File: config.mk
export PLATFORM = sky130hd
export DESIGN_NAME = tcu_timer_unit
export DESIGN_NICKNAME = d
export VERILOG_FILES = /design/src/hw/tcu_pkg.sv /design/src/hw/tcu_pin_sync.sv /design/src/hw/tcu_slot_update.sv /design/src/hw/tcu_timer_unit.sv
export SDC_FILE = /design/constraint.sdc
export NUM_CORES = 1
export LEC_CHECK = 0
export BUFFER_PORTS_ARGS = -buffer_cell sky130_fd_sc_hd__buf_2
export CAP_MARGIN = 10
export CORE_MARGIN = 2
export CORE_UTILIZATION = 40
export CTS_CLUSTER_SIZE = 28
export DETAILED_ROUTE_END_ITERATION = 10
export GPL_TIMING_DRIVEN = 0
export HOLD_SLACK_MARGIN = 0.05
export PLACE_DENSITY = 0.57
export RECOVER_POWER = 25
export SLEW_MARGIN = 15
export SYNTH_ARGS = -nofsm -noshare
export SYNTH_HDL_FRONTEND = slang
export SYNTH_HIERARCHICAL = 1
export SYNTH_SLANG_ARGS = --single-unit
File: constraint.sdc
create_clock -name CLK_SYS_I -period 7.8 [get_ports CLK_SYS_I]
set_input_delay 1.17 -clock CLK_SYS_I [delete_from_list [all_inputs] [get_ports CLK_SYS_I]]
set_output_delay 1.17 -clock CLK_SYS_I [all_outputs]
set_load 0.02 [all_outputs]
File: src/hw/tcu_pkg.sv
package tcu_pkg;
   localparam int CNT_W       = 16;
   localparam int ADDR_W      = 8;
   localparam int DATA_W      = 32;
   localparam int TIMERS      = 3;
   localparam int PIN_TIMERS  = 2;
   localparam int SYNC_STAGES = 3;

   // Address layout: byte offset = {timer, register, 2'b00}
   localparam int TMR_HI = 5;
   localparam int TMR_LO = 4;
   localparam int REG_HI = 3;
   localparam int REG_LO = 2;

   localparam logic [1:0] REG_COUNT   = 2'h0;
   localparam logic [1:0] REG_LIMIT_A = 2'h1;
   localparam logic [1:0] REG_LIMIT_B = 2'h2;
   localparam logic [1:0] REG_CTRL    = 2'h3;
   localparam logic [1:0] TMR_0       = 2'h0;
   localparam logic [1:0] TMR_1       = 2'h1;
   localparam logic [1:0] TMR_2       = 2'h2;
   localparam logic [1:0] TMR_NONE    = 2'h3;
   localparam logic [1:0] BYTE_OFS    = 2'h0;
   localparam logic [1:0] PAGE_TOP    = 2'h0;

   localparam int GUARD_BIT = 9;

   localparam logic [CNT_W-1:0] COUNT_RESET = 16'h0000;
   localparam logic [CNT_W-1:0] LIMIT_RESET = 16'h0000;
   localparam logic [CNT_W-1:0] LIMIT_WRAP  = 16'h0000;
   localparam logic [CNT_W:0]   FULL_SPAN   = 17'h1_0000;
   localparam logic [CNT_W:0]   ONE_STEP    = 17'h0_0001;

   typedef struct packed {
      logic irq_en;
      logic active_b;
      logic hit;
      logic restart;
      logic chain;
      logic pin_clk;
      logic two_limit;
      logic repeat_run;
      logic enable;
   } tcu_ctrl_t;

   localparam int CTRL_W = $bits(tcu_ctrl_t);
   localparam tcu_ctrl_t CTRL_RESET = '0;
   localparam tcu_ctrl_t T2_CTRL_MASK = '{irq_en: 1'b1, active_b: 1'b0,
      hit: 1'b1, restart: 1'b0, chain: 1'b0, pin_clk: 1'b0,
      two_limit: 1'b0, repeat_run: 1'b1, enable: 1'b1};

   typedef enum logic [1:0] {SLOT_T0, SLOT_T1, SLOT_T2, SLOT_IDLE} tcu_slot_t;

   typedef struct packed {
      logic [CNT_W-1:0] count;
      logic             hit;
      logic             use_b;
      logic             seq_end;
   } tcu_svc_t;

   function automatic logic reg_mapped(input logic [ADDR_W-1:0] addr);
      reg_mapped = addr[ADDR_W-1:TMR_HI+1] == PAGE_TOP
         && addr[REG_LO-1:0] == BYTE_OFS
         && addr[TMR_HI:TMR_LO] != TMR_NONE
         && !(addr[TMR_HI:TMR_LO] == TMR_2
              && addr[REG_HI:REG_LO] == REG_LIMIT_B);
   endfunction : reg_mapped
endpackage : tcu_pkg

File: src/hw/tcu_pin_sync.sv
module tcu_pin_sync #(
   parameter int WIDTH = tcu_pkg::PIN_TIMERS
) (
   input  wire logic             clk_i,
   input  wire logic             rst_i,
   input  wire logic [WIDTH-1:0] pin_i,
   output logic      [WIDTH-1:0] level_o,
   output logic      [WIDTH-1:0] rise_o
);
   logic [WIDTH-1:0] s1;
   logic [WIDTH-1:0] s2;
   logic [WIDTH-1:0] s3;
   wire  [WIDTH-1:0] agree = ~(s2 ^ s3);
   wire  [WIDTH-1:0] next_level = (agree & s3) | (~agree & level_o);

   // Level only moves once the two late stages agree
   always_ff @(posedge clk_i) begin
      if (rst_i) begin
         s1      <= '0;
         s2      <= '0;
         s3      <= '0;
         level_o <= '0;
         rise_o  <= '0;
      end else begin
         s1      <= pin_i;
         s2      <= s1;
         s3      <= s2;
         level_o <= next_level;
         rise_o  <= next_level & ~level_o;
      end
   end
endmodule : tcu_pin_sync

File: src/hw/tcu_slot_update.sv
module tcu_slot_update #(
   parameter int CNT_W = tcu_pkg::CNT_W
) (
   input  wire logic [CNT_W-1:0] count_i,
   input  wire logic [CNT_W-1:0] limit_a_i,
   input  wire logic [CNT_W-1:0] limit_b_i,
   input  wire logic             use_b_i,
   input  wire logic             dual_i,
   input  wire logic             tick_i,
   input  wire logic             restart_i,
   output tcu_pkg::tcu_svc_t     result_o
);
   function automatic logic [CNT_W:0] span(input logic [CNT_W-1:0] lim);
      span = (lim == tcu_pkg::LIMIT_WRAP) ? tcu_pkg::FULL_SPAN
                                          : {1'b0, lim};
   endfunction : span

   wire              sel_b = dual_i & use_b_i;
   wire  [CNT_W-1:0] limit = sel_b ? limit_b_i : limit_a_i;
   wire  [CNT_W:0]   inc   = {1'b0, count_i} + tcu_pkg::ONE_STEP;
   // Only equality counts; a count past the limit runs on and wraps
   wire              hit   = tick_i & (inc == span(limit));

   // Increment, compare and clear in one step: the limit never lands
   assign result_o.count = (restart_i | hit) ? tcu_pkg::COUNT_RESET
                         : tick_i ? inc[CNT_W-1:0] : count_i;
   assign result_o.hit     = hit;
   assign result_o.use_b   = dual_i & (use_b_i ^ hit);
   assign result_o.seq_end = hit & (~dual_i | use_b_i);
endmodule : tcu_slot_update

File: src/hw/tcu_timer_unit.sv
module tcu_timer_unit (
   input  wire logic                          CLK_SYS_I,
   input  wire logic                          RST_I,
   input  wire logic                          PSEL_I,
   input  wire logic                          PENABLE_I,
   input  wire logic                          PWRITE_I,
   input  wire logic [tcu_pkg::ADDR_W-1:0]    PADDR_I,
   input  wire logic [tcu_pkg::DATA_W-1:0]    PWDATA_I,
   input  wire logic [tcu_pkg::PIN_TIMERS-1:0] TMR_IN_I,
   output logic      [tcu_pkg::DATA_W-1:0]    PRDATA_O,
   output logic                               PREADY_O,
   output logic                               PSLVERR_O,
   output logic      [tcu_pkg::TIMERS-1:0]    TMR_IRQ_O
);
   localparam int CNT_W  = tcu_pkg::CNT_W;
   localparam int DATA_W = tcu_pkg::DATA_W;
   localparam int TIMERS = tcu_pkg::TIMERS;
   localparam int PINS   = tcu_pkg::PIN_TIMERS;

   function automatic logic [TIMERS-1:0] onehot(input logic [1:0] idx,
                                                input logic       en);
      onehot = '0;
      if (en && idx != tcu_pkg::TMR_NONE) begin
         onehot[idx] = 1'b1;
      end
   endfunction : onehot

   tcu_pkg::tcu_slot_t slot;
   tcu_pkg::tcu_slot_t next_slot;

   logic [CNT_W-1:0]   count [TIMERS];
   logic [CNT_W-1:0]   lim_a [TIMERS];
   logic [CNT_W-1:0]   lim_b [PINS];
   tcu_pkg::tcu_ctrl_t ctrl  [TIMERS];
   logic [PINS-1:0]    edge_seen;
   logic [PINS-1:0]    armed;
   logic [PINS-1:0]    t2_due;
   logic [PINS-1:0]    pin_lvl;
   logic [PINS-1:0]    pin_rise;
   tcu_pkg::tcu_svc_t  svc;

   // Shared counter element sequencing
   always_comb begin
      case (slot)
         tcu_pkg::SLOT_T0: next_slot = tcu_pkg::SLOT_T1;
         tcu_pkg::SLOT_T1: next_slot = tcu_pkg::SLOT_T2;
         tcu_pkg::SLOT_T2: next_slot = tcu_pkg::SLOT_IDLE;
         default:          next_slot = tcu_pkg::SLOT_T0;
      endcase
   end

   always_ff @(posedge CLK_SYS_I) begin
      if (RST_I) begin
         slot <= tcu_pkg::SLOT_IDLE;
      end else begin
         slot <= next_slot;
      end
   end

   tcu_pin_sync #(
      .WIDTH (PINS)
   ) u_pin_sync (
      .clk_i   (CLK_SYS_I),
      .rst_i   (RST_I),
      .pin_i   (TMR_IN_I),
      .level_o (pin_lvl),
      .rise_o  (pin_rise)
   );

   // Selection of the timer in service
   wire       servicing = slot != tcu_pkg::SLOT_IDLE;
   wire [1:0] sel       = servicing ? 2'(slot) : tcu_pkg::TMR_2;
   wire       is_pin    = sel != tcu_pkg::TMR_2;
   wire       pi        = sel[0];
   wire [TIMERS-1:0] serve    = onehot(sel, servicing);
   wire tcu_pkg::tcu_ctrl_t c = ctrl[sel];

   // Clock source and gating
   wire ext_mode   = is_pin & c.pin_clk;
   wire chain_mode = is_pin & ~c.pin_clk & c.chain;
   wire int_gated  = is_pin & ~c.pin_clk;
   wire src_ok     = ext_mode ? edge_seen[pi]
                   : chain_mode ? t2_due[pi] : 1'b1;
   // Restart mode waits for the first edge; otherwise pin is a level gate
   wire gate_ok    = !int_gated ? 1'b1
                   : c.restart ? armed[pi] : pin_lvl[pi];
   wire retrig     = int_gated & c.restart & edge_seen[pi] & c.enable;
   wire tick       = servicing & c.enable & src_ok & gate_ok & ~retrig;
   wire dual       = is_pin & c.two_limit;

   tcu_slot_update #(
      .CNT_W (CNT_W)
   ) u_slot_update (
      .count_i   (count[sel]),
      .limit_a_i (lim_a[sel]),
      .limit_b_i (lim_b[pi]),
      .use_b_i   (c.active_b),
      .dual_i    (dual),
      .tick_i    (tick),
      .restart_i (retrig),
      .result_o  (svc)
   );

   wire t2_hit_now = serve[tcu_pkg::TMR_2] & svc.hit;

   tcu_pkg::tcu_ctrl_t ctrl_svc;
   always_comb begin
      ctrl_svc          = c;
      ctrl_svc.hit      = c.hit | svc.hit;
      ctrl_svc.active_b = svc.use_b;
      ctrl_svc.enable   = c.enable & ~(svc.seq_end & ~c.repeat_run);
   end

   // Bus side: answers only in the idle slot, so no half-updated count
   wire       access  = PSEL_I & PENABLE_I & ~PREADY_O;
   wire       ans_now = access & (slot == tcu_pkg::SLOT_T2);
   wire       commit  = PSEL_I & PENABLE_I & PREADY_O;
   wire       mapped  = tcu_pkg::reg_mapped(PADDR_I);
   wire [1:0] a_tmr   = PADDR_I[tcu_pkg::TMR_HI:tcu_pkg::TMR_LO];
   wire [1:0] a_reg   = PADDR_I[tcu_pkg::REG_HI:tcu_pkg::REG_LO];
   wire [1:0] a_idx   = mapped ? a_tmr : tcu_pkg::TMR_2;
   wire       wr_go   = commit & PWRITE_I & mapped;
   wire       is_t2   = a_idx == tcu_pkg::TMR_2;
   wire       guard   = PWDATA_I[tcu_pkg::GUARD_BIT];

   wire tcu_pkg::tcu_ctrl_t wr_raw =
      tcu_pkg::tcu_ctrl_t'(PWDATA_I[tcu_pkg::CTRL_W-1:0]);
   wire tcu_pkg::tcu_ctrl_t old_ctrl = ctrl[a_idx];
   wire tcu_pkg::tcu_ctrl_t ctrl_mask =
      is_t2 ? tcu_pkg::T2_CTRL_MASK : '1;

   tcu_pkg::tcu_ctrl_t ctrl_wr;
   always_comb begin
      ctrl_wr          = wr_raw & ctrl_mask;
      ctrl_wr.active_b = old_ctrl.active_b;
      ctrl_wr.enable   = guard ? wr_raw.enable : old_ctrl.enable;
   end

   wire tcu_pkg::tcu_ctrl_t ctrl_rd = old_ctrl & ctrl_mask;
   wire [DATA_W-1:0] rd_word =
      !mapped ? '0
      : a_reg == tcu_pkg::REG_COUNT ?
         {{(DATA_W-CNT_W){1'b0}}, count[a_idx]}
      : a_reg == tcu_pkg::REG_LIMIT_A ?
         {{(DATA_W-CNT_W){1'b0}}, lim_a[a_idx]}
      : a_reg == tcu_pkg::REG_LIMIT_B ?
         {{(DATA_W-CNT_W){1'b0}}, lim_b[a_idx[0]]}
      : {{(DATA_W-tcu_pkg::CTRL_W){1'b0}}, ctrl_rd};

   // Bus writes land in the idle slot, service never does
   always_ff @(posedge CLK_SYS_I) begin
      if (RST_I) begin
         for (int i = 0; i < TIMERS; i++) begin
            count[i] <= tcu_pkg::COUNT_RESET;
            lim_a[i] <= tcu_pkg::LIMIT_RESET;
            ctrl[i]  <= tcu_pkg::CTRL_RESET;
         end
         for (int i = 0; i < PINS; i++) begin
            lim_b[i] <= tcu_pkg::LIMIT_RESET;
         end
      end else if (wr_go) begin
         case (a_reg)
            tcu_pkg::REG_COUNT:   count[a_idx] <= PWDATA_I[CNT_W-1:0];
            tcu_pkg::REG_LIMIT_A: lim_a[a_idx] <= PWDATA_I[CNT_W-1:0];
            tcu_pkg::REG_LIMIT_B: lim_b[a_idx[0]] <= PWDATA_I[CNT_W-1:0];
            default:              ctrl[a_idx] <= ctrl_wr;
         endcase
      end else if (servicing) begin
         count[sel] <= svc.count;
         ctrl[sel]  <= ctrl_svc;
      end
   end

   // Pending events per pin timer; a new event beats the clear
   always_ff @(posedge CLK_SYS_I) begin
      if (RST_I) begin
         edge_seen <= '0;
         armed     <= '0;
         t2_due    <= '0;
      end else begin
         for (int i = 0; i < PINS; i++) begin
            edge_seen[i] <= pin_rise[i] | (edge_seen[i] & ~serve[i]);
            armed[i]     <= ctrl[i].enable & (armed[i]
                            | (serve[i] & edge_seen[i]));
            t2_due[i]    <= t2_hit_now | (t2_due[i] & ~serve[i]);
         end
      end
   end

   always_ff @(posedge CLK_SYS_I) begin
      if (RST_I) begin
         PREADY_O  <= 1'b0;
         PSLVERR_O <= 1'b0;
         PRDATA_O  <= '0;
         TMR_IRQ_O <= '0;
      end else begin
         PREADY_O  <= ans_now;
         if (ans_now) begin
            PRDATA_O  <= rd_word;
            PSLVERR_O <= ~mapped;
         end
         TMR_IRQ_O <= serve & {TIMERS{svc.hit & c.irq_en}};
      end
   end

   wire wr_ctrl0 = wr_go & a_reg == tcu_pkg::REG_CTRL & a_tmr == tcu_pkg::TMR_0;
endmodule : tcu_timer_unit

== Word level (Yosys, flattened, before mapping) ==
Memories as Yosys holds them, arrays and structs flattened.
Cells that the tools add are included.

* Multiplexer cells: 68
* Magnitude comparators: 3
* $add $sub $neg: 1
* Bitwise logic cells: 63
* Reductions and logical operators: 19
* Equality and inequality tests: 11

{| class="wikitable"
|+ Operators by type and width
! operator !! number
|-
| two-way mux 16 bit || 11
|-
| OR reduction 16 bit || 4
|-
| two-way mux 1 bit || 43
|-
| AND 1 bit || 33
|-
| AND 9 bit || 2
|-
| two-way mux 9 bit || 2
|-
| OR reduction 9 bit || 2
|-
| adder 16 x 1 -> 17 bit (second input constant) || 1
|-
| equality test 17 bit || 1
|-
| two-way mux 17 bit || 1
|-
| logical NOT 16 bit || 1
|-
| two-way mux 2 bit || 7
|-
| inverter 1 bit || 9
|-
| bitwise OR 1 bit || 9
|-
| equality test 2 bit (second input constant) || 4
|-
| logical NOT 2 bit || 4
|-
| two-way mux 8 bit || 1
|-
| inequality test 2 bit (second input constant) || 4
|-
| AND 2 bit || 3
|-
| logical AND 1 bit || 6
|-
| inverter 2 bit || 3
|-
| one-hot mux 2 bit (3 select lines) || 1
|-
| equality test 2 x 1 -> 1 bit (second input constant) || 2
|-
| AND 3 bit || 1
|-
| 10 further kinds || 10
|}

* Word-level logic and storage cells: 182
* Flip-flop bits (word level): 55
* Bits in writable memories: 155
* Memories: 4

{| class="wikitable"
|+ Memories
! name !! depth !! bits a word !! rd ports !! clocked after Yosys merged registers in !! wr ports !! RTL line !! RTL
|-
| count || 3 || 16 || 2 || 0 || 3 || tcu_timer_unit.sv:31 || <nowiki>logic [CNT_W-1:0] count [TIMERS];</nowiki>
|-
| lim_a || 3 || 16 || 2 || 0 || 3 || tcu_timer_unit.sv:32 || <nowiki>logic [CNT_W-1:0] lim_a [TIMERS];</nowiki>
|-
| lim_b || 2 || 16 || 2 || 0 || 2 || tcu_timer_unit.sv:33 || <nowiki>logic [CNT_W-1:0] lim_b [PINS];</nowiki>
|-
| ctrl || 3 || 9 || 4 || 0 || 3 || tcu_timer_unit.sv:34 || <nowiki>tcu_pkg::tcu_ctrl_t ctrl [TIMERS];</nowiki>
|}

== Logic depth before layout (Yosys ltp) ==
An unclocked memory read counts as a cell.

* Depth after elaboration: 17
* Depth in mapped cells: 19
* Gate-level depth less buffers: 16

== Modules after synthesis ==
Netlist, hierarchy kept.

{| class="wikitable"
|+ Modules (own cells, without submodules)
! module !! area each (um^2) !! instances !! cells each
|-
| tcu_timer_unit || 11873.9 || 1 || 991
|-
| tcu_slot_update || 1387.6 || 1 || 186
|-
| tcu_pin_sync || 297.8 || 1 || 24
|}

== Worst setup path before layout ==
Ideal clock, no wire load.

* Path type: flip-flop to flip-flop
* Start point: register slot[1]
* End point: memory ctrl[0][7] in the netlist's numbering (data pin)
* Path buffers: 4
* Required time: 7.661 ns
* Arrival time: 4.639 ns
* Stages on the path, launching flop included: 19
* Slack: 3.021 ns
* Period minus slack after synthesis: 4.779 ns
* Cells stage by stage: dfxtp_1 > inv_1 > ha_1 > buf_2 > buf_1 > buf_2 > mux4_2 > ha_1 > clkbuf_1 > and2_1 > xnor3_1 > nor4b_1 > o32ai_1 > nor4_1 > mux2i_1 > inv_1 > a2111oi_0 > a21oi_1 > nor2_1

{| class="wikitable"
|+ RTL lines
! element !! RTL line !! RTL
|-
| start, declared || tcu_timer_unit.sv:28 || <nowiki>tcu_pkg::tcu_slot_t slot;</nowiki>
|-
| start signal, assigned || tcu_timer_unit.sv:54 || <nowiki>slot <= tcu_pkg::SLOT_IDLE;</nowiki>
|-
| start signal, assigned || tcu_timer_unit.sv:56 || <nowiki>slot <= next_slot;</nowiki>
|-
| end, declared || tcu_timer_unit.sv:34 ||
|}

==> results.yml <==
outcome:
  status: "finished clean"
power_and_ir_drop:
  switching_power_mw: 1.18
  p_int_mw: 2.50
  powerDensity_mw_per_mm2: 240
  seqPwrFrac_pct: 40.2
  power.share.switching_pct: 32.0
  p_leak_nw: 5.50
  combPwrFrac_pct: 25.0
  clkPwrFrac_pct: 34.9
  vdd_ir_drop_max_uv: 179
sta:
  setup_tns_ns: 0
  rsz0062_at_grt: "no"
  period_needed_ns: 6.71
  tightest_slew_ns: 1.42
  hold_viol: 0
  max_slew_margin_pct: 4.61
  fin_crit_sh_pct: 86.0
  slew_violations: 0
  setup-violations-final: 0
  fin_skew_ns: 0.0278
  fmax_ghz: 0.149
placed_design:
  io_buffers: 51
  gp_congestion: 0.951
  placed_cell_area_mm2: 0.0145
  dpl.hpwl_um: 34600
cts:
  cts_sinks: 235
  holdBufCountCts: 0
  clock_latency_ns: 0.57
  cts_tree: "yes"
  h-tree-depth: 1
  numCtsBuffers: 26
  cts_resized: 0
  cts.clk_slew.worst_paths_ns: 0.06
  post_cts_buffers: 0
  clk_path_buf_depth: 3
  cts-root-buf: "clkbuf_16"
critical_path:
  worstSetupEndpointType: "flop"
  rr_worst_depth: 18
  worstSetupStartpointType: "flop"
  path_class: "reg2reg"
  cp_max_fo: 10
  timing.rr.end: "ctrl[0][7]"
  arrival_ns: 7.14
  critPathLaunch: "slot[1]"
  reg2reg_slack_ns: 1.09
  crit_required_ns: 8.23
  regToRegStartpoint: "slot[1]"
  crit_path_end: "ctrl[0][7]"
logic_synthesis:
  synth.area.top_cells: "edfxtp_1 (43%), mux4_2 (6.5%), dfxtp_1 (5.8%), mux2i_1 (4.5%), and2_1 (4.0%)"
  synth_edf_count: 196
  synthArstFlopShare_pct: 0
  netlist.area_leader.share_pct: 43.4
  netlist_top_cells_count: "edfxtp_1 (196), nand2_1 (113), nor2_1 (92)"
  synth_seq_cells: 235
  synth_area_mm2: 0.0136
  synth_cell_types: 84
  yosys_warnings: 6
  yosysSeqAreaShare_pct: 49.2
  avgSynthCellArea_um2: 11.3
  yosysMostFrequentCell: "edfxtp_1"
  syn_inst: 1201
  synth-main-ff-cell: "edfxtp_1"
  yosys.area.top_type: "edfxtp_1"
grt:
  grt_max_degree: 17
  grt_pass1_vias: 10300
  grt.overflow.total: 0
  grt_pass1_wl_um: 69300
  grt_usage_pct: 26.6
  antenna_found_initial: 0
cells_and_area:
  drive_gt1_share_pct: 16.6
  fillers: 3120
  stdcell_area_mm2: 0.0153
  num-nets-final: 1370
  num_antenna_cells: 0
  syn_to_final_growth_pct: 13.0
  fin_util_pct: 45.8
detailed_routing:
  routed_via_density: 6.04
  first_pass_iters: 6
  drc: 0
  drt_iter0_drc: 1377
  wl_um: 47700
  vias: 10800
  ant_nets: 0
  wire_per_inst_um: 26.7
floorplanning:
  start_util_pct: 40.5
  row_count: 67
  die_w_um: 188
  die-area_mm2: 0.0354
  die_y_um: 188
  io_pins: 84
  core-area_mm2: 0.0334
hold_path:
  worstHoldPathType: "reg2reg"
run:
  cap_violations: 0
## power by group through the flow
stage	Combinational [mW]	Clock (mW)	Sequential [mW]
global placement	0.883	0	1.50
finish	0.919	1.28	1.48
floorplan	0.618	0	1.49
detailed placement	0.894	0	1.51
CTS	0.899	1.29	1.48
global route	0.968	1.33	1.49
## registers in the layout (all words and copies together), names as in the netlist
name	flops
ctrl	36
PSLVERR_O	1
edge_seen	2
u_pin_sync/s3	2
armed	2
u_pin_sync/s2	2
slot	2
t2_due	2
u_pin_sync/rise_o	2
count	64
lim_a	64
TMR_IRQ_O	3
lim_b	32
u_pin_sync/s1	2
PREADY_O	1
u_pin_sync/level_o	2
PRDATA_O	16
## metrics by stage
step	power [mW]	setup slack, ns	hold slack (ns)	instances
after floorplan	2.11	3.02	0.413	1232
after global placement	2.39	1.30	0.430	1731
after detailed placement	2.40	1.28	0.438	1734
after CTS	3.67	1.24	0.452	1782
after global routing	3.78	0.865	0.469	1782
final	3.68	1.09	0.443	1782
## cells in the final DEF, fill, tap and decap left out, types with 32 or more instances in the layout
cell / count
a21oi_1: 47
edfxtp_1: 196
clkbuf_1: 88
dfxtp_1: 39
conb_1: 32
and2_1: 56
nand2_1: 113
buf_2: 40
mux4_2: 39
nor2_1: 92
mux2i_1: 61
a32oi_1: 32
## metal layers
layer  GRT usage, %  part of all wire [%]  vias up
met4           8.72                   3.4        0
met1           37.6                    41     5330
met3           3.59                   9.6       93
li1               -                     -     4691
met5              0                     0        -
met2           42.5                    46      650
## how the worst min path moves through the flow
stage | from | end | cells after the start
floorplan | u_pin_sync/rise_o[0] | edge_seen[0] | 2
global placement | u_pin_sync/s1[0] | u_pin_sync/s2[0] | 1
detailed placement | u_pin_sync/s1[0] | u_pin_sync/s2[0] | 1
CTS | u_pin_sync/s1[0] | u_pin_sync/s2[0] | 1
global route | u_pin_sync/rise_o[0] | edge_seen[0] | 2
finish | u_pin_sync/rise_o[0] | edge_seen[0] | 2
## final cells by class
class / instances / area [um^2] / area share (%)
buffer: 109 / 567 / 3.70
clock inverter: 11 / 130 / 0.849
tap: 448 / 561 / 3.66
clock buffer: 37 / 754 / 4.92
sequential: 235 / 6670 / 43.5
multi-input combinational: 876 / 6360 / 41.5
timing repair buffer: 54 / 241 / 1.58
inverter: 12 / 45.0 / 0.294
## worst max-delay path, cell delays in order (launching register included)
cell and delay, ns:
dfxtp_1 0.45, inv_1 0.25, ha_1 0.18, buf_2 0.31, buf_1 0.85, buf_2 0.57
mux4_2 0.68, ha_1 0.24, clkbuf_1 0.25, and2_1 0.30, xnor3_1 0.35, nor4b_1 0.34
o32ai_1 0.15, nor4_1 0.37, mux2i_1 0.44, inv_1 0.10, a2111oi_0 0.49, a21oi_1 0.11
nor2_1 0.12
## cell families after synthesis
logic type	count (synthesis)	share of synthesized area (%)
fa+ha+maj	9	0.831
flops	235	49.2
simple gates	469	19.0
xor+xnor	33	2.34
mux	124	13.0
compound gates	209	11.1
buf+inv	121	4.56
other cells	1	0.0277
Note: power is estimated with default switching activity, not from simulation.
